==> src/hdl/cios_pkg.sv <==
// Constants for the channel I/O instruction sequencer
package cios_pkg;
  localparam logic [7:0] CIOS_CSW_ADDR = 8'h40;
  localparam logic [7:0] CIOS_CAW_ADDR = 8'h48;
  localparam logic [1:0] CIOS_CC_OK = 2'h0;
  localparam logic [1:0] CIOS_CC_STORED = 2'h1;
  localparam logic [1:0] CIOS_CC_BUSY = 2'h2;
  localparam logic [1:0] CIOS_CC_UNAVAIL = 2'h3;
  localparam int CIOS_STACK_BIT = 7;
  localparam int CIOS_CLK_MHZ = 125;
  localparam int CIOS_BUSY_US = 64;
  localparam int CIOS_BUSY_CYC = CIOS_BUSY_US * CIOS_CLK_MHZ;
  localparam logic [7:0] CIOS_CMD_READ = 8'h02;
  localparam logic [7:0] CIOS_CMD_RDBK = 8'h0C;
  localparam logic [7:0] CIOS_CMD_SENSE = 8'h04;
  localparam logic [7:0] CIOS_CMD_WRITE = 8'h01;
  localparam logic [1:0] CIOS_CMD_CTRL = 2'h3;
  typedef enum logic [1:0] {CIOS_NONE, CIOS_IN, CIOS_OUT} cios_dir_e;
endpackage

==> src/hdl/cios_word_store.sv <==
// Small word memory holding subchannel control words 0 and 2
`timescale 1ns/1ns
module cios_word_store
  import cios_pkg::*;
#(
  parameter int WIDTH = 64,
  parameter int DEPTH = 4
)
(
  input wire logic clk,
  input wire logic we,
  input wire logic [$clog2(DEPTH)-1:0] waddr,
  input wire logic [WIDTH-1:0] wdata,
  input wire logic [$clog2(DEPTH)-1:0] raddr,
  output logic [WIDTH-1:0] rdata
);
  logic [WIDTH-1:0] mem [DEPTH];

  always_ff @(posedge clk)
  begin
    if (we)
    begin
      mem[waddr] <= wdata;
    end
    rdata <= mem[raddr];
  end
endmodule

==> src/hdl/cios_sequencer.sv <==
// Main channel sequencer for test I/O and start I/O opening steps
`timescale 1ns/1ns
module cios_sequencer
  import cios_pkg::*;
#(
  parameter int BUSY_CYCLES = CIOS_BUSY_CYC
)
(
  input wire logic clk,
  input wire logic reset_n,
  input wire logic cpu_test_io,
  input wire logic cpu_start_io,
  input wire logic cpu_select_channel,
  input wire logic [7:0] unit_address_bus_out,
  output logic cpu_release,
  output logic [1:0] cpu_cond_code,
  input wire logic irq_queue_match,
  output logic priority_request,
  input wire logic main_channel_response,
  input wire logic response_delayed,
  input wire logic break_in_request,
  output logic storage_request,
  output logic [7:0] storage_address_register,
  output logic [63:0] storage_write_data,
  output logic [7:0] storage_marks,
  output logic storage_write,
  input wire logic storage_response,
  input wire logic storage_cycle_over,
  input wire logic storage_check,
  input wire logic [63:0] storage_read_data,
  input wire logic [3:0] main_check_latches,
  input wire logic [7:0] special_status,
  input wire logic [23:0] adder_latched,
  input wire logic stack_path_active,
  output logic ending,
  output logic command_required,
  output logic mx_initial_select,
  output logic [7:0] io_bus_out,
  output logic io_bus_out_parity,
  output logic command_out_block,
  output logic service_out,
  input wire logic io_command_out,
  input wire logic io_select_in,
  input wire logic io_address_in,
  input wire logic [7:0] io_bus_in,
  input wire logic io_status_in,
  input wire logic io_operational_in,
  input wire logic mx_burst_mode,
  input wire logic [7:0] ccw_command,
  output cios_dir_e ssc_direction,
  output logic ssc_select,
  input wire logic ssc_command_accept,
  output logic interface_busy
);
  typedef enum logic [3:0] {
    S_IDLE, S_TIO_READ0, S_TIO_CHK0, S_TIO_READ2, S_TIO_CHK2, S_MX_SEL,
    S_MX_STATUS, S_CSW_FORM, S_CSW_REQ, S_CSW_WAIT, S_SIO_REQ,
    S_CAW_REQ, S_CAW_WAIT, S_CCW_WAIT, S_RELEASE
  } cios_state_e;

  cios_state_e state_ff;
  logic [63:0] ctrl_reg_ff;
  logic [7:0] status_byte_ff;
  logic [1:0] cc_ff;
  logic stacked_ff;
  logic [7:0] addr_ff;
  logic [13:0] busy_cnt_ff;
  logic [4:0] sync_a_ff, sync_b_ff;
  logic [7:0] bus_in_a_ff, bus_in_b_ff;
  logic sel_in, sta_in, op_in, adr_in, cmd_out;
  logic [2:0] wipe_ff;
  logic wipe_busy;
  logic mem_we;
  logic [1:0] mem_waddr, mem_raddr;
  logic [63:0] mem_wdata, mem_rdata;

  // Device pins pass two flops before use
  always_ff @(posedge clk or negedge reset_n)
  begin
    if (!reset_n)
    begin
      sync_a_ff <= 5'h00;
      sync_b_ff <= 5'h00;
      bus_in_a_ff <= 8'h00;
      bus_in_b_ff <= 8'h00;
    end
    else
    begin
      sync_a_ff <= {io_command_out, io_address_in, io_operational_in,
                    io_status_in, io_select_in};
      sync_b_ff <= sync_a_ff;
      bus_in_a_ff <= io_bus_in;
      bus_in_b_ff <= bus_in_a_ff;
    end
  end
  assign sel_in = sync_b_ff[0];
  assign sta_in = sync_b_ff[1];
  assign op_in = sync_b_ff[2];
  assign adr_in = sync_b_ff[3];
  assign cmd_out = sync_b_ff[4];

  cios_word_store #(.WIDTH(64), .DEPTH(4)) u_store (
    .clk(clk),
    .we(mem_we),
    .waddr(mem_waddr),
    .wdata(mem_wdata),
    .raddr(mem_raddr),
    .rdata(mem_rdata)
  );

  // Store powers up unknown, so it is wiped once before any instruction
  always_ff @(posedge clk or negedge reset_n)
  begin
    if (!reset_n)
    begin
      wipe_ff <= 3'h0;
    end
    else if (wipe_busy)
    begin
      wipe_ff <= wipe_ff + 3'h1;
    end
  end
  assign wipe_busy = !wipe_ff[2];

  // Word 2 from the address word, word 0 from the command
  always_comb
  begin
    mem_we = wipe_busy;
    mem_waddr = wipe_ff[1:0];
    mem_wdata = 64'h0;
    if (wipe_busy)
    begin
      mem_we = 1'b1;
    end
    else if (state_ff == S_TIO_CHK0)
    begin
      mem_we = (mem_rdata[63-CIOS_STACK_BIT +: 2] == 2'b00);
      mem_waddr = 2'h0;
      mem_wdata = mem_rdata;
    end
    else if (state_ff == S_CAW_WAIT)
    begin
      mem_we = storage_cycle_over && !storage_check;
      mem_waddr = 2'h2;
      mem_wdata = storage_read_data;
    end
    else if (state_ff == S_CCW_WAIT)
    begin
      mem_we = ssc_command_accept;
      mem_waddr = 2'h0;
      mem_wdata = {ccw_command, 56'h0};
    end
  end
  assign mem_raddr = (state_ff == S_TIO_READ2 || state_ff == S_TIO_CHK2
                     || stacked_ff) ? 2'h2 : 2'h0;

  // Busy timer for a multiplex interface stuck in burst mode
  always_ff @(posedge clk or negedge reset_n)
  begin
    if (!reset_n)
    begin
      busy_cnt_ff <= 14'h0000;
    end
    else if (state_ff == S_MX_SEL && mx_burst_mode && op_in)
    begin
      if (busy_cnt_ff != 14'(BUSY_CYCLES))
      begin
        busy_cnt_ff <= busy_cnt_ff + 14'h0001;
      end
    end
    else
    begin
      busy_cnt_ff <= 14'h0000;
    end
  end
  assign interface_busy = (busy_cnt_ff == 14'(BUSY_CYCLES));

  always_ff @(posedge clk or negedge reset_n)
  begin
    if (!reset_n)
    begin
      state_ff <= S_IDLE;
      cc_ff <= CIOS_CC_OK;
      stacked_ff <= 1'b0;
      addr_ff <= 8'h00;
      status_byte_ff <= 8'h00;
      ending <= 1'b0;
      command_required <= 1'b0;
      mx_initial_select <= 1'b0;
      service_out <= 1'b0;
      ssc_select <= 1'b0;
    end
    else
    begin
      ending <= 1'b0;
      unique case (state_ff)
        S_IDLE:
        begin
          service_out <= 1'b0;
          if (cpu_select_channel && cpu_test_io && !wipe_busy)
          begin
            stacked_ff <= 1'b0;
            addr_ff <= unit_address_bus_out;
            state_ff <= irq_queue_match ? S_CSW_REQ : S_TIO_READ0;
          end
          else if (cpu_select_channel && cpu_start_io && !wipe_busy)
          begin
            addr_ff <= unit_address_bus_out;
            state_ff <= S_SIO_REQ;
          end
        end
        S_TIO_READ0:
          state_ff <= S_TIO_CHK0;
        S_TIO_CHK0:
          if (mem_rdata[63-CIOS_STACK_BIT +: 2] == 2'b00)
          begin
            stacked_ff <= 1'b0;
            mx_initial_select <= 1'b1;
            ending <= 1'b1;
            state_ff <= S_MX_SEL;
          end
          else
          begin
            state_ff <= S_TIO_READ2;
          end
        S_TIO_READ2:
          state_ff <= S_TIO_CHK2;
        S_TIO_CHK2:
          if (mem_rdata[63-CIOS_STACK_BIT])
          begin
            stacked_ff <= 1'b1;
            mx_initial_select <= 1'b1;
            ending <= 1'b1;
            state_ff <= S_MX_SEL;
          end
          else
          begin
            cc_ff <= CIOS_CC_BUSY;
            state_ff <= S_RELEASE;
          end
        S_MX_SEL:
          if (interface_busy)
          begin
            mx_initial_select <= 1'b0;
            cc_ff <= CIOS_CC_BUSY;
            state_ff <= S_RELEASE;
          end
          else if (!mx_burst_mode
                   && (sel_in || (adr_in && bus_in_b_ff != addr_ff)))
          begin
            mx_initial_select <= 1'b0;
            cc_ff <= CIOS_CC_UNAVAIL;
            state_ff <= S_RELEASE;
          end
          else if (!mx_burst_mode && sta_in)
          begin
            status_byte_ff <= bus_in_b_ff;
            state_ff <= S_MX_STATUS;
          end
        S_MX_STATUS:
          if (status_byte_ff == 8'h00)
          begin
            mx_initial_select <= 1'b0;
            service_out <= 1'b1;
            cc_ff <= CIOS_CC_OK;
            state_ff <= S_RELEASE;
          end
          else if (main_channel_response && response_delayed)
          begin
            mx_initial_select <= 1'b0;
            service_out <= 1'b1;
            state_ff <= S_CSW_FORM;
          end
        S_CSW_FORM:
          state_ff <= S_CSW_REQ;
        S_CSW_REQ:
          if (storage_response)
          begin
            state_ff <= S_CSW_WAIT;
          end
        S_CSW_WAIT:
          if (storage_cycle_over)
          begin
            cc_ff <= CIOS_CC_STORED;
            ending <= stacked_ff;
            state_ff <= S_RELEASE;
          end
        S_SIO_REQ:
          if (main_channel_response && response_delayed)
          begin
            state_ff <= S_CAW_REQ;
          end
        S_CAW_REQ:
          if (storage_response)
          begin
            state_ff <= S_CAW_WAIT;
          end
        S_CAW_WAIT:
          if (storage_cycle_over && storage_check)
          begin
            cc_ff <= CIOS_CC_STORED;
            state_ff <= S_RELEASE;
          end
          else if (storage_cycle_over && !break_in_request)
          begin
            command_required <= 1'b1;
            ssc_select <= 1'b1;
            state_ff <= S_CCW_WAIT;
          end
          else if (storage_cycle_over)
          begin
            ending <= 1'b1;
            state_ff <= S_SIO_REQ;
          end
        S_CCW_WAIT:
          if (ssc_command_accept)
          begin
            command_required <= 1'b0;
            ssc_select <= 1'b0;
            cc_ff <= CIOS_CC_OK;
            state_ff <= S_RELEASE;
          end
        S_RELEASE:
          if (!cpu_test_io && !cpu_start_io)
          begin
            service_out <= 1'b0;
            state_ff <= S_IDLE;
          end
      endcase
    end
  end

  // Status word assembly in the control register
  always_ff @(posedge clk or negedge reset_n)
  begin
    if (!reset_n)
    begin
      ctrl_reg_ff <= 64'h0;
    end
    else if (state_ff == S_MX_STATUS && stacked_ff)
    begin
      ctrl_reg_ff[63:56] <= 8'h00;
      ctrl_reg_ff[55:32] <= mem_rdata[55:32];
      ctrl_reg_ff[31:24] <= status_byte_ff;
      ctrl_reg_ff[23:16] <= special_status
                            | {1'b0, main_check_latches, 3'h0};
      ctrl_reg_ff[15:0] <= adder_latched[15:0];
      ctrl_reg_ff[63 - CIOS_STACK_BIT] <= 1'b0;
    end
    else if (state_ff == S_MX_STATUS)
    begin
      ctrl_reg_ff <= 64'h0;
      ctrl_reg_ff[31:24] <= status_byte_ff;
      ctrl_reg_ff[23:16] <= special_status;
    end
  end

  assign storage_write_data = ctrl_reg_ff;
  assign storage_marks = 8'hFF;
  assign storage_write = (state_ff == S_CSW_REQ);
  assign storage_request = (state_ff == S_CSW_REQ)
                           || (state_ff == S_CAW_REQ);
  assign storage_address_register = (state_ff == S_CAW_REQ)
                                    ? CIOS_CAW_ADDR
                                    : CIOS_CSW_ADDR;
  assign priority_request = cpu_start_io && cpu_select_channel
                            && !mx_initial_select && !cpu_release
                            && !main_channel_response
                            && state_ff == S_SIO_REQ;
  assign cpu_release = (state_ff == S_RELEASE);
  assign cpu_cond_code = cc_ff;
  assign command_out_block = cpu_test_io && mx_initial_select
                             && cmd_out;
  assign io_bus_out = command_out_block ? 8'h00 : addr_ff;
  assign io_bus_out_parity = ~(^io_bus_out);

  // Command grouping for the selector subchannel
  always_comb
  begin
    ssc_direction = CIOS_NONE;
    if (ccw_command == CIOS_CMD_READ || ccw_command == CIOS_CMD_RDBK
        || ccw_command == CIOS_CMD_SENSE)
    begin
      ssc_direction = CIOS_IN;
    end
    else if (ccw_command == CIOS_CMD_WRITE
             || ccw_command[1:0] == CIOS_CMD_CTRL)
    begin
      ssc_direction = CIOS_OUT;
    end
  end
endmodule

==> config.mk <==
export PLATFORM = sky130hd
export DESIGN_NAME = cios_sequencer
export DESIGN_NICKNAME = d
export VERILOG_FILES = /design/src/hdl/cios_pkg.sv /design/src/hdl/cios_word_store.sv /design/src/hdl/cios_sequencer.sv
export SDC_FILE = /design/constraint.sdc
export NUM_CORES = 1
export LEC_CHECK = 0
export ABC_CLOCK_PERIOD_IN_PS = 3300
export BUFFER_PORTS_ARGS = -buffer_cell sky130_fd_sc_hd__buf_2
export CORE_UTILIZATION = 52
export DETAILED_ROUTE_END_ITERATION = 10
export PLACE_DENSITY = 0.83
export RECOVER_POWER = 100
export SYNTH_ARGS = -nofsm -noshare
export SYNTH_HDL_FRONTEND = slang
export SYNTH_SLANG_ARGS = --single-unit
==> constraint.sdc <==
create_clock -name clk -period 3.3 [get_ports clk]
set_input_delay 0.33 -clock clk [delete_from_list [all_inputs] [get_ports clk]]
set_output_delay 0.33 -clock clk [all_outputs]
set_load 0.05 [all_outputs]
==> results by stage, run 1 <==
Setup path:
- The slowest cell on the critical path is dfrtp_1.
- Broken down by cell family, the worst path's largest delay share belongs to buffers and inverters.
- In this run the critical register-to-register path is captured at status_byte_ff[3].
- The worst-case reg-to-reg path depth is 5.
- The arrival time of data at the critical path endpoint is 2510 ps.
- STA classifies the critical path startpoint as a flop.
- For flop-to-flop paths, the worst setup slack is 480 ps.
- Walking the worst path, the cells encountered are clkbuf_1 > nand2_1 > nor2_1 > clkbuf_1.
- The required time of the critical path is 2970 ps.
- In this run the worst path has a maximum fanout of 20.
- The cell that appears most often on the critical path is clkbuf_1.
- The largest stage delay on the critical path is 670 ps.
- The critical path in this run is classified as reg -> out.
- The critical path contains buffers and inverters numbering 2 combined.
- The worst register-to-register path begins at state_ff[2].
- STA classifies the critical path endpoint as an output port.
- The critical path starts at state_ff[0].

Global route:
- For this run, global-route usage on met3 was measured as 4.22%.
- The global routing met2 resource utilization is 38.2%.
- The number of global-route vias before repair is 5943.
- The global-route wire length before repair is 30000 µm.
- The met1 track demand over resource is 29.9%.
- The initial antenna violation count is 1.
- The maximum number of pins on one net before global-route repair is 77.
- The total overflow left after global routing is 0.
- The layer carrying the most global-route usage is met2.
- The aggregate global-route resource usage is 22.8%.

Timing:
- The total of endpoints with negative setup slack in the final report is 0.
- On the final layout, the worst clock skew is 8.36 ps.
- The max-slew violation count is 0.
- Based on the critical path, the design can be clocked at up to 352 MHz.
- The final worst hold slack is 22.3 ps.
- Measured against its own limit, the worst slew margin works out to 19.0%.
- Setup repair after global routing left no endpoint under its margin.
- The number of failing hold endpoints at the final stage came to 0.
- In the final timing run, aggregate negative setup slack is 0 ps.
- The final critical-path required period is 2840 ps.
- Of the available clock period, the critical path in the final layout requires 86.1%.
- The pin slew with the least headroom to its limit is 1210 ps.

Layout:
- Compared with the post-synthesis result, the final layout area differs by 20.6%.
- For this run, the share of the core covered by cells in the final layout is 64.7%.
- The sequential cells in the finished layout cover a total of 5240 µm².
- In the final design database the tool counted 1093 nets.
- The top cell types in the final layout, fill and taps aside, are nand2_1, dfrtp_1, buf_2, clkbuf_1, nand3_1.
- The multi-input gate area in the final layout is 2990 µm².
- Cells with a size suffix above 1 make up 20.9% of the layout.
- The count of filler cells inserted in the layout is 1240.
- The most common cell after layout, fill and taps aside is nand2_1.

Clock network:
- The clock-pin slew on the worst setup and hold paths is 60 ps.
- The clock passes through at most 3 buffers.
- The post-CTS resize count is 0.
- The maximum level of the CTS H-tree is 1.
- At the later pin of the worst-skew pair, clock insertion delay measures 500 ps.
- The tree is rooted in a clkbuf_16.
- Counting the buffers created by CTS gives 22.
- The TritonCTS clock tree is built.
- The clock sink total is 204.

Route:
- The total iterations of the first detailed-routing run is 5.
- The post-detailed-routing wire length is 19400 µm.
- The average routed wire per standard cell is 16.4 µm.
- The detailed router finished its first iteration with 481 violations.
- The post-detailed-route count of antenna-violating nets is 0.
- After detailed routing, the number of remaining DRC violations is 0.
- The average vias per placed instance is 5.39.
- For this block, the via count after detailed routing is 6349.

Logic synthesis:
- By area the synthesized netlist is led by dfrtp_1, edfxtp_1, nand2_1.
- Synthesis inferred 204 register bits.
- After Yosys synthesis, full adders, half adders and majority gates account for 0.439% of the synthesized area.
- Among all flip-flop cells after synthesis, the most frequent one is dfrtp_1.
- The cell type with the highest aggregate area in the netlist is dfrtp_1.
- Dividing the synthesized area by the synthesized cell count gives 11.3 µm².
- The xor-xnor portion of the synthesized cell area is 2.56%.
- The cell area after synthesis is 8550 µm².
- Summed over its instances, the top area cell type makes up 36.9% of the synthesized netlist area.
- For this run, the number of Yosys warnings is 0.
- The synthesized netlist devotes 16.5% of its cell area to simple gates.
- The proportion of register bits with asynchronous set or reset after synthesis is 61.8%.
- The netlist uses 53 different library cells.
- The sequential element share of the synthesized area is 61.2%.
- After synthesis, the largest family of logic cells by area is simple AND/OR/NAND/NOR gates.
- Measured against the total synthesized area, the mux share comes to 6.69%.
- The cell count after synthesis came out at 758.
- The share of the synthesized area in compound gates (AO/OA/AOI/OAI) is 7.84%.
- Counting flops with a built-in enable in the synthesized netlist gives 52.

Die:
- In this run the count of I/O pins placed on the die edge is 248.
- The height of the chip is 130 µm.
- The die is 130 µm wide.
- The die area is 17000 µm².
- The initial cell density of the core is 53.6%.
- The placeable core region is 15900 µm².
- In this run the core area contains 46 standard-cell rows.

Pwr:
- The internal portion of the total power is 5.82 mW.
- The leakage power is 4.65 nW.
- The net switching fraction of the power is 41.8%.
- The fraction of power consumed by combinational cells is 37.9%.
- The net switching power figure is 4.17 mW.
- In this run the power density over the cells is 969 nW/µm².
- The portion of total power attributed to the clock network is 25.0%.
- Per report_power, the sequential group accounts for 37.0% of the total.
- The worst ir drop on vdd is 0.681 mV.

Min path:
- The path with the worst hold slack has its endpoint at storage_write_data[18].
- The origin of the worst min-delay path is special_status[2].
- The classification of the worst-slack hold path is in -> reg.
- The worst hold path passes through 3 cells.

Run:
- Across the run, the number of max-cap violations was 0.

Placed design:
- The count of buffers added on input and output ports is 177.
- The routability congestion estimate from global placement is 0.927.
- The half-perimeter wire length after placement is 12300 µm.

Outcome:
- The run finished with clean final reports.
[routing by layer]
layer  vias to the layer above  routed length [µm]  share of wire [%]
li1                       2964                   -                  -
met1                      3074                8190                 42
met2                       266                9410                 49
met3                        45                1330                6.8
met4                         0                 468                2.4
met5                         -                   0                  0
[cells in the mapped netlist (all sizes together), types with 4 or more instances]
master / instances
dfxtp: 26
nor2: 27
nand2b: 6
a22o: 27
and2: 13
nand4: 9
buf: 35
nor3b: 4
o211ai: 4
nand3: 54
nor4: 5
dfrtp: 126
nor2b: 11
edfxtp: 52
a31oi: 4
inv: 15
mux2: 49
nor3: 5
or3: 5
clkbuf: 27
xor2: 6
a21oi: 25
o21ai: 22
nand2: 147
xnor2: 19
[sequential cells by signal, summed over array words and instances (netlist names)]
signal	flops
state_ff	4
addr_ff	8
sync_b_ff	5
busy_cnt_ff	14
u_store.rdata	26
service_out	1
mx_initial_select	1
cpu_cond_code	2
bus_in_b_ff	8
ending	1
ssc_select	1
bus_in_a_ff	8
sync_a_ff	5
status_byte_ff	8
u_store.mem	52
stacked_ff	1
wipe_ff	3
storage_write_data	56
[power groups by stage]
stage                     clock network (mW)  logic [mW]  registers [mW]
after floorplan                            0        2.19            4.46
after global placement                     0        3.82            3.69
after detailed placement                   0        3.89            3.72
after CTS                               2.53        3.92            3.68
after global routing                    2.64        4.05            3.78
final                                   2.50        3.79            3.70
[layout make-up]
| class | instances | area share [%] |
|---|---|---|
| well taps | 216 | 2.62 |
| clock inverters | 12 | 1.43 |
| repair buffers | 205 | 9.86 |
| inverters | 15 | 0.546 |
| clock buffers | 28 | 5.75 |
| diodes | 1 | 0.0243 |
| multi-input cells | 498 | 29.0 |
| flip-flops and latches | 204 | 50.8 |
[per-stage QoR]
step | instances | area (µm²) | setup WS [ps] | power (mW)
2_1_floorplan | 779 | 8630 | 391 | 6.65
3_3_place_gp | 1124 | 9580 | 827 | 7.51
3_5_place_dp | 1124 | 9580 | 835 | 7.61
4_1_cts | 1178 | 10500 | 821 | 10.1
5_1_grt | 1178 | 10300 | 287 | 10.5
6_report | 1179 | 10300 | 459 | 9.99
[what timing repair did]
action | in CTS | in global routing
endpoints found under the hold margin | 63 | 0
hold buffers | 14 | 0
setup buffers | 0 | 0
[how the worst max path moves through the flow]
stage | endpoint | slack (ps) | cells after the start
floorplan | u_store.mem[0][32] | 390 | 7
global placement | u_store.mem[0][52] | 830 | 6
detailed placement | u_store.mem[0][52] | 840 | 6
CTS | state_ff[0] | 820 | 6
global route | status_byte_ff[7] | 290 | 5
finish | storage_address_register[3] | 460 | 4
[worst register-to-register path, stage by stage (launching register included)]
cell	delay, ps
dfrtp_1	640
nor2b_1	390
and2_0	350
nand2_1	180
nor4_2	720
mux2_2	430
[kinds of logic after synthesis]
kind of cell / Yosys count
other cells: 2
xor+xnor: 25
fa+ha+maj: 3
simple gates: 298
mux: 51
buf+inv: 77
compound gates: 98
flops: 204
(Power assumes the default switching activity.)
==> run 2, diff against run 1 <==
--- a/config.mk
+++ b/config.mk
@@ -7,9 +7,10 @@
 export LEC_CHECK = 0
 export ABC_CLOCK_PERIOD_IN_PS = 3300
 export BUFFER_PORTS_ARGS = -buffer_cell sky130_fd_sc_hd__buf_2
-export CORE_UTILIZATION = 52
+export CORE_UTILIZATION = 39
+export CTS_CLUSTER_DIAMETER = 120
 export DETAILED_ROUTE_END_ITERATION = 10
-export PLACE_DENSITY = 0.83
+export PLACE_DENSITY = 0.66
 export RECOVER_POWER = 100
 export SYNTH_ARGS = -nofsm -noshare
 export SYNTH_HDL_FRONTEND = slang
==> results by stage, run 2 (same netlist as run 1, synthesis figures left out) <==
Pwr:
- The power share of the sequential group is 36.4% (-0.6 points).
- The net switching power figure is 4.14 mW (-0.69%).
- The power density relative to cell area came to 962 nW/µm² (-0.68%).
- The leakage power came to 4.67 nW (+0.44%).
- The net switching fraction of the power is 41.3% (-0.42 points).
- The fraction of power consumed by combinational cells came to 37.9% (about the same).
- The portion of total power attributed to the clock network is 25.7% (+0.7 points).
- The cell-internal power is 5.88 mW (+1.0%).
- The overall power of the completed layout is 10.0 mW (+0.31%).
- The worst ir drop on vdd was 0.593 mV (-13%).

Layout:
- The fraction of final layout cells with drive strength greater than 1 is 21.5% (+0.60 points).
- The number of antenna cells inserted is 0 (-1).
- The growth of design area from synthesis to finish is 21.8%.
- The library cell used most frequently in the layout, excluding fill and tap cells, is nand2_1.
- The count of filler cells inserted in the layout came to 1961 (+58%).
- The final net count is 1094 (+0.091%).
- The flip-flop count of the largest register after layout was 56 (unchanged).
- In the layout the commonest cells are nand2_1, dfrtp_1, buf_2, clkbuf_1, nand3_1.

Die:
- The die outline width was 150 µm (+15%).
- The number of ports placed on the die boundary is 248 (unchanged).
- The site row count is 53 (+15%).
- The placeable core region is 21300 µm² (+34%).
- The die area is 22500 µm² (+33%).
- The height of the chip is 150 µm (+15%).
- The initial cell density of the core is 40.2% (-13 points).

Setup path:
- The worst setup path is captured at a flop.
- The critical path goes through clkbuf_1 > nand2_1 > o21ai_1 > a21oi_2 > clkbuf_2 > mux2_2.
- The count of buffering cells on the critical path with inverters included is 2 (unchanged).
- The biggest fanout along the worst timing path is 26 (+30%).
- STA classifies the critical path startpoint as a flop.
- The worst setup path is of the reg -> reg kind.
- The arrival time of data at the critical path endpoint is 3150 ps (+640 ps).
- The largest stage delay on the critical path is 650 ps (-20 ps).
- On the critical path, the stage with the largest delay is an instance of dfrtp_1.
- The cell family contributing the most delay on the critical path is buffers and inverters.
- The required time of the critical path is 3690 ps (+720 ps).

Timing:
- The max-slew violation count was 0 (unchanged).
- The top achievable clock speed was 363 MHz (+3.0%).
- The total of endpoints with negative setup slack in the final report is 0 (unchanged).
- The final critical-path required period is 2760 ps (-83.0 ps).
- The number of failing hold endpoints at the final stage was 0 (unchanged).
- The post-route fraction of the period consumed by the critical path is 83.6% (-2.5 points).
- The final worst clock skew is 10.6 ps (+2.23 ps).
- The remaining max-slew budget at the tightest pin is 23.1% (+4.1 points).
- The setup TNS after final layout is 0 ps (unchanged).
- Setup repair after global routing left no endpoint under its margin.
- The pin slew with the least headroom to its limit is 1150 ps (-61.8 ps).

Clock network:
- The largest buffer count on any clock path is 3 (unchanged).
- The later-pin clock latency in the skew report is 500 ps (about the same).
- Clock tree synthesis selected as its root buffer the cell clkbuf_16.
- TritonCTS built the clock tree.
- The post-CTS resize count came to 0 (unchanged).
- The clock-pin slew on the worst setup and hold paths is 60 ps (about the same).
- The maximum level of the CTS H-tree is 1 (unchanged).
- The number of buffers inserted during clock tree synthesis is 22 (unchanged).
- The clock sink total is 204 (unchanged).

Route:
- The average vias per placed instance is 5.00 (-7.2%).
- The post-detailed-routing wire length is 19100 µm (-1.4%).
- The total via count after detailed routing is 6190 (-2.5%).
- The total iterations of the first detailed-routing run came to 5 (unchanged).
- The average routed wire per standard cell is 15.4 µm (-6.1%).
- The number of DRC markers after the initial detailed-route iteration is 441 (-8.3%).
- The post-detailed-route count of antenna-violating nets is 0 (unchanged).
- The final routed DRC violation total was 0 (unchanged).

Placed design:
- The routability congestion estimate from global placement is 0.857 (-7.6%).
- The count of port buffers added during placement is 177 (unchanged).
- The half-perimeter wire length after placement is 12500 µm (+1.8%).

Outcome:
- The flow ran to the end, and the final reports show no timing, DRC or antenna violations.

Global route:
- The global-route wire length before repair is 30200 µm (+0.90%).
- The initial antenna violation count is 0 (-1).
- The global route total overflow was 0 (unchanged).
- The maximum number of pins on one net before global-route repair is 83 (+7.8%).
- The number of global-route vias before repair came to 5898 (-0.76%).
- The aggregate global-route resource usage came to 17.1% (-5.8 points).

Min path:
- The worst hold path belongs to the class in -> reg.

Run:
- The number of violations of the max-capacitance limit is 0 (unchanged).
-- run 2: cell types whose count changed in the layout (fill, tap and decap cells not counted), sizes merged --
cell | before | now
buf | 107 | 108
bufinv | 3 | 4
clkbuf | 112 | 111
clkinv | 9 | 7
clkinvlp | 0 | 1
diode | 1 | 0
dlygate4sd3 | 14 | 15
-- run 2: power by group through the flow --
stage	combinational (mW)	sequential (mW)	clock (mW)
finish	3.80	3.65	2.58
global route	4.09	3.73	2.75
CTS	3.96	3.64	2.65
detailed placement	3.92	3.68	0
global placement	3.89	3.67	0
floorplan	2.19	4.46	0
-- run 2: layer usage --
layer | vias to the layer above | global-route usage, % | share of wire, %
met5 | - | 0 | 0
li1 | 2966 | - | -
met1 | 2967 | 22.7 | 44
met2 | 230 | 29.0 | 48
met3 | 27 | 2.76 | 6.2
met4 | 0 | 4.29 | 1.8
-- run 2: final timing paths --
kind / from / to / slack, ps / cells past startpoint
max reg2reg: state_ff[0] / u_store.rdata[51] / 540 / 6
min reg2reg: sync_a_ff[3] / sync_b_ff[3] / 350 / 0
min: special_status[0] / storage_write_data[16] / 20 / 3
min in group asynchronous: reset_n / bus_in_a_ff[1] / 580 / 2
max: state_ff[0] / u_store.rdata[51] / 540 / 6
max in group asynchronous: reset_n / storage_write_data[5] / 910 / 3
-- run 2: layout make-up --
cell class                      instances  area, µm²  area share, %
Sequential cell                       204       5240           50.3
Multi-Input combinational cell        498       2980           28.7
Timing Repair Buffer                  206       1030           9.90
Clock buffer                           28        583           5.60
Tap cell                              275        344           3.30
Clock inverter                         12        180           1.73
Inverter                               15       56.3          0.541
-- run 2: timing repair --
action | in CTS | in global routing
hold buffers | 15 | 0
endpoints found under the setup margin | 0 | 0
buffers inserted | 0 | 0
endpoints found under the hold margin | 58 | 0
-- run 2: tightest hold or removal path, stage by stage --
cell	delay (ps)
buf_2	70
nand2_1	40
nand2_1	50
-- run 2: metrics by stage --
step	hold slack, ps	utilization, %	cell area [µm²]	setup WS (ps)	cells
2_1_floorplan	34.4	-	8630	391	779
3_3_place_gp	332	45.3	9650	862	1183
3_5_place_dp	335	45.3	9650	861	1183
4_1_cts	1.67	49.6	10600	820	1238
5_1_grt	19.8	48.9	10400	344	1238
6_report	22.6	48.9	10400	542	1238
==> run 3, diff against run 2 <==
--- a/config.mk
+++ b/config.mk
@@ -5,12 +5,13 @@
 export SDC_FILE = /design/constraint.sdc
 export NUM_CORES = 1
 export LEC_CHECK = 0
-export ABC_CLOCK_PERIOD_IN_PS = 3300
+export ABC_AREA = 1
+export ABC_CLOCK_PERIOD_IN_PS = 2490
 export BUFFER_PORTS_ARGS = -buffer_cell sky130_fd_sc_hd__buf_2
 export CORE_UTILIZATION = 39
 export CTS_CLUSTER_DIAMETER = 120
 export DETAILED_ROUTE_END_ITERATION = 10
-export PLACE_DENSITY = 0.66
+export PLACE_DENSITY = 0.68
 export RECOVER_POWER = 100
 export SYNTH_ARGS = -nofsm -noshare
 export SYNTH_HDL_FRONTEND = slang
==> constraint.sdc (replaced) <==
create_clock -name clk -period 2.49 [get_ports clk]
set_input_delay 0.249 -clock clk [delete_from_list [all_inputs] [get_ports clk]]
set_output_delay 0.249 -clock clk [all_outputs]
set_load 0.05 [all_outputs]
==> results by stage, run 3 <==
Setup path:
- The setup slack of the worst register-to-register path is 220 ps (-320 ps).
- The arrival time of data at the critical path endpoint came to 2090 ps (-1060 ps).
- The setup path with the least slack is of type reg -> out.
- The kind of start point of the critical path is a flop.
- The worst register-to-register path ends at u_store.mem[0][55].
- The worst-case reg-to-reg path depth came to 8 (+2).
- The biggest fanout along the worst timing path is 9 (-65%).
- In this run the critical register-to-register path is launched from state_ff[3].
- The required time of the critical path came to 2240 ps (-1450 ps).
- The endpoint class of the critical path is an output port.
- Tracing the worst setup path back leads to its startpoint at mx_initial_select.

Logic synthesis:
- The cell area after synthesis is 8490 µm² (-0.79%).
- The mean cell area of the mapped netlist was 10.5 µm² (-7.3%).
- The cell type with the highest aggregate area in the netlist is dfrtp_1.
- The number of warning messages in the yosys log is 0 (unchanged).
- The flip-flop and latch count after synthesis is 204 (unchanged).
- The fraction of synthesized cell area taken by the top area cell type came to 37.2% (+0.29 points).
- The sequential element share of the synthesized area came to 61.7% (+0.49 points).
- The proportion of register bits with asynchronous set or reset after synthesis is 61.8% (unchanged).
- The number of standard cells after synthesis is 811 (+7.0%).
- Among all flip-flop cells after synthesis, the most frequent one is dfrtp_1.
- The count of unique library cells instantiated by Yosys is 44 (-17%).
- In the post-synthesis netlist, the biggest area contributors are dfrtp_1, edfxtp_1, dfxtp_1.
- Counting instances in the post-synthesis netlist gives the leading cell types as nand2_1, dfrtp_1, inv_1, o21ai_0, edfxtp_1.
- The number of enable-type register cells in the synthesized netlist is 52 (unchanged).
- Among all cell types in the netlist, the one instantiated most often is nand2_1.

Timing:
- The final worst hold slack is 18.1 ps (-4.45 ps).
- Setup repair after global routing left no endpoint under its margin.
- The number of failing hold endpoints at the final stage was 0 (unchanged).
- The remaining max-slew budget at the tightest pin came to 1.02% (-22 points).
- The post-route fraction of the period consumed by the critical path is 93.8%.
- The max-slew violation count came to 0 (unchanged).
- The total of endpoints with negative setup slack in the final report is 0 (unchanged).
- Timing would allow up to 428 MHz.
- The pin slew with the least headroom to its limit came to 1480 ps (+332 ps).
- Subtracting the final worst setup slack from the clock period gives 2340 ps.
- The setup TNS after final layout was 0 ps (unchanged).
- The final worst clock skew came to 17.8 ps (+7.16 ps).
- The final worst setup slack is 154 ps (-388 ps).

Route:
- The post-detailed-routing wire length was 20000 µm (+4.5%).
- The average vias per placed instance was 4.78 (-4.5%).
- The final routed DRC violation total was 0 (unchanged).
- The average routed wire per standard cell is 15.1 µm (-2.5%).
- The post-detailed-route count of antenna-violating nets is 0 (unchanged).
- The number of DRC markers after the initial detailed-route iteration is 258 (-41%).
- The total iterations of the first detailed-routing run is 4 (-1).
- The total via count after detailed routing came to 6343 (+2.5%).

Placed design:
- The post-placement worst setup slack is 237 ps (-624 ps).
- The routability congestion estimate from global placement came to 0.900 (+5.1%).
- The half-perimeter wire length after placement came to 13500 µm (+8.3%).
- The cell area after placement was 9620 µm² (-0.30%).
- The count of port buffers added during placement is 177 (unchanged).
- The placed cell count is 1247 (+5.4%).

Pwr:
- The overall power of the completed layout came to 13.0 mW (+30%).
- The leakage power is 4.77 nW (+2.1%).
- The power density relative to cell area came to 1240 nW/µm² (+29%).
- The worst ir drop on vdd was 0.576 mV (-2.9%).

Outcome:
- The run finished with clean final reports.

Clock network:
- The maximum level of the CTS H-tree was 1 (unchanged).
- The TritonCTS clock tree is built.
- The clock-pin slew on the worst setup and hold paths came to 60 ps (about the same).
- The later-pin clock latency in the skew report is 500 ps (about the same).
- The number of buffers inserted during clock tree synthesis is 22 (unchanged).
- The largest buffer count on any clock path came to 3 (unchanged).
- The clock sink total is 204 (unchanged).
- In this run the clock root is driven by a clkbuf_16.

Layout:
- The fraction of final layout cells with drive strength greater than 1 is 18.7% (-2.8 points).
- The post-layout utilization of the core is 49.7% (+0.82 points).
- The flip-flop count of the largest register after layout is 56 (unchanged).
- In the layout the commonest cells are nand2_1, dfrtp_1, inv_1, buf_2, o21ai_0.
- The final net count is 1183 (+8.1%).
- The area of all placed cells without fillers came to 10500 µm² (+1.0%).
- The library cell used most frequently in the layout, excluding fill and tap cells, is nand2_1.
- The growth of design area from synthesis to finish is 24.0%.
- The count of non-filler cells in the finished layout is 1328 (+7.3%).

Global route:
- The met1 track demand over resource was 23.1% (+0.32 points).
- The global routing met2 resource utilization is 30.0% (+1.0 points).
- The aggregate global-route resource usage is 17.7% (+0.66 points).
- The global-route track usage on met3 came to 2.65% (-0.11 points).
- The number of global-route vias before repair came to 6176 (+4.7%).
- The layer carrying the most global-route usage is met2.
- The maximum number of pins on one net before global-route repair was 59 (-29%).
- The initial antenna violation count came to 0 (unchanged).
- The global route total overflow is 0 (unchanged).
- The global-route wire length before repair is 31300 µm (+3.4%).

Die:
- The initial cell density of the core is 40.1% (-0.067 points).
- The die area is 22400 µm² (-0.78%).
- The site row count is 53 (unchanged).
- The number of ports placed on the die boundary was 248 (unchanged).
- The height of the chip is 150 µm (-0.39%).
- The placeable core region is 21200 µm² (-0.62%).
- The die outline width is 150 µm (-0.39%).

Min path:
- The hold-critical path depth is 3 (unchanged).
- The worst hold path belongs to the class in -> reg.
- For hold timing, the worst endpoint is addr_ff[1].
- The worst hold path begins at unit_address_bus_out[1].

Run:
- The number of violations of the max-capacitance limit was 0 (unchanged).
run 3: area by class of cell:
type / instances / area, µm²
Timing Repair Buffer: 227 / 1290
Antenna cell: 1 / 2.50
Inverter: 102 / 385
Clock inverter: 8 / 52.6
Sequential cell: 204 / 5240
Clock buffer: 32 / 618
Multi-Input combinational cell: 479 / 2590
Fill cell: 1998 / 10600
Tap cell: 275 / 344
run 3: logic make-up after synthesis:
family | count (synthesis) | share of synthesized area (%)
AO/OA/AOI/OAI | 156 | 10.9
buffers and inverters | 149 | 8.27
XOR/XNOR | 9 | 0.929
adder cells (fa/ha/maj) | 3 | 0.442
AND/OR/NAND/NOR | 258 | 13.7
other | 2 | 0.0885
multiplexers | 30 | 3.98
flip-flops | 204 | 61.7
run 3: power breakdown:
| group | internal, mW | switching (mW) |
|---|---|---|
| Sequential | 4.34 | 0.440 |
| Combinational | 1.39 | 3.83 |
| Clock | 1.73 | 1.29 |
run 3: worst max-delay path by stage:
stage | cells after the start | slack, ps | endpoint
after detailed placement | 8 | 240 | u_store.mem[0][42]
after floorplan | 9 | -330 | u_store.mem[0][32]
final | 8 | 150 | io_bus_out_parity
after global routing | 5 | 10 | priority_request
after global placement | 8 | 270 | u_store.mem[0][42]
after CTS | 8 | 40 | io_bus_out_parity
run 3: timing repair:
| item | in CTS | in global routing |
|---|---|---|
| pin swaps | 0 | 1 |
| endpoints found under the hold margin | 95 | 0 |
| endpoints found under the setup margin | 1 | 1 |
| gates resized for setup | 2 | 2 |
| hold buffers | 40 | 0 |
| setup buffers | 0 | 0 |
| cloned | 0 | 0 |
run 3: worst max-delay path, cell delays in order, from the launching register on:
cell      delay [ps]
dfrtp_2          430
nand3_4          170
nand2_1          110
inv_1             60
nor2_1           120
a21oi_1           60
xnor2_1          240
xnor2_2          140
clkbuf_4         240
run 3: per-layer routing:
layer | part of all wire, % | wire [µm]
met4 | 3.0 | 591
met1 | 44 | 8740
met5 | 0 | 0
met3 | 5.5 | 1100
met2 | 48 | 9560
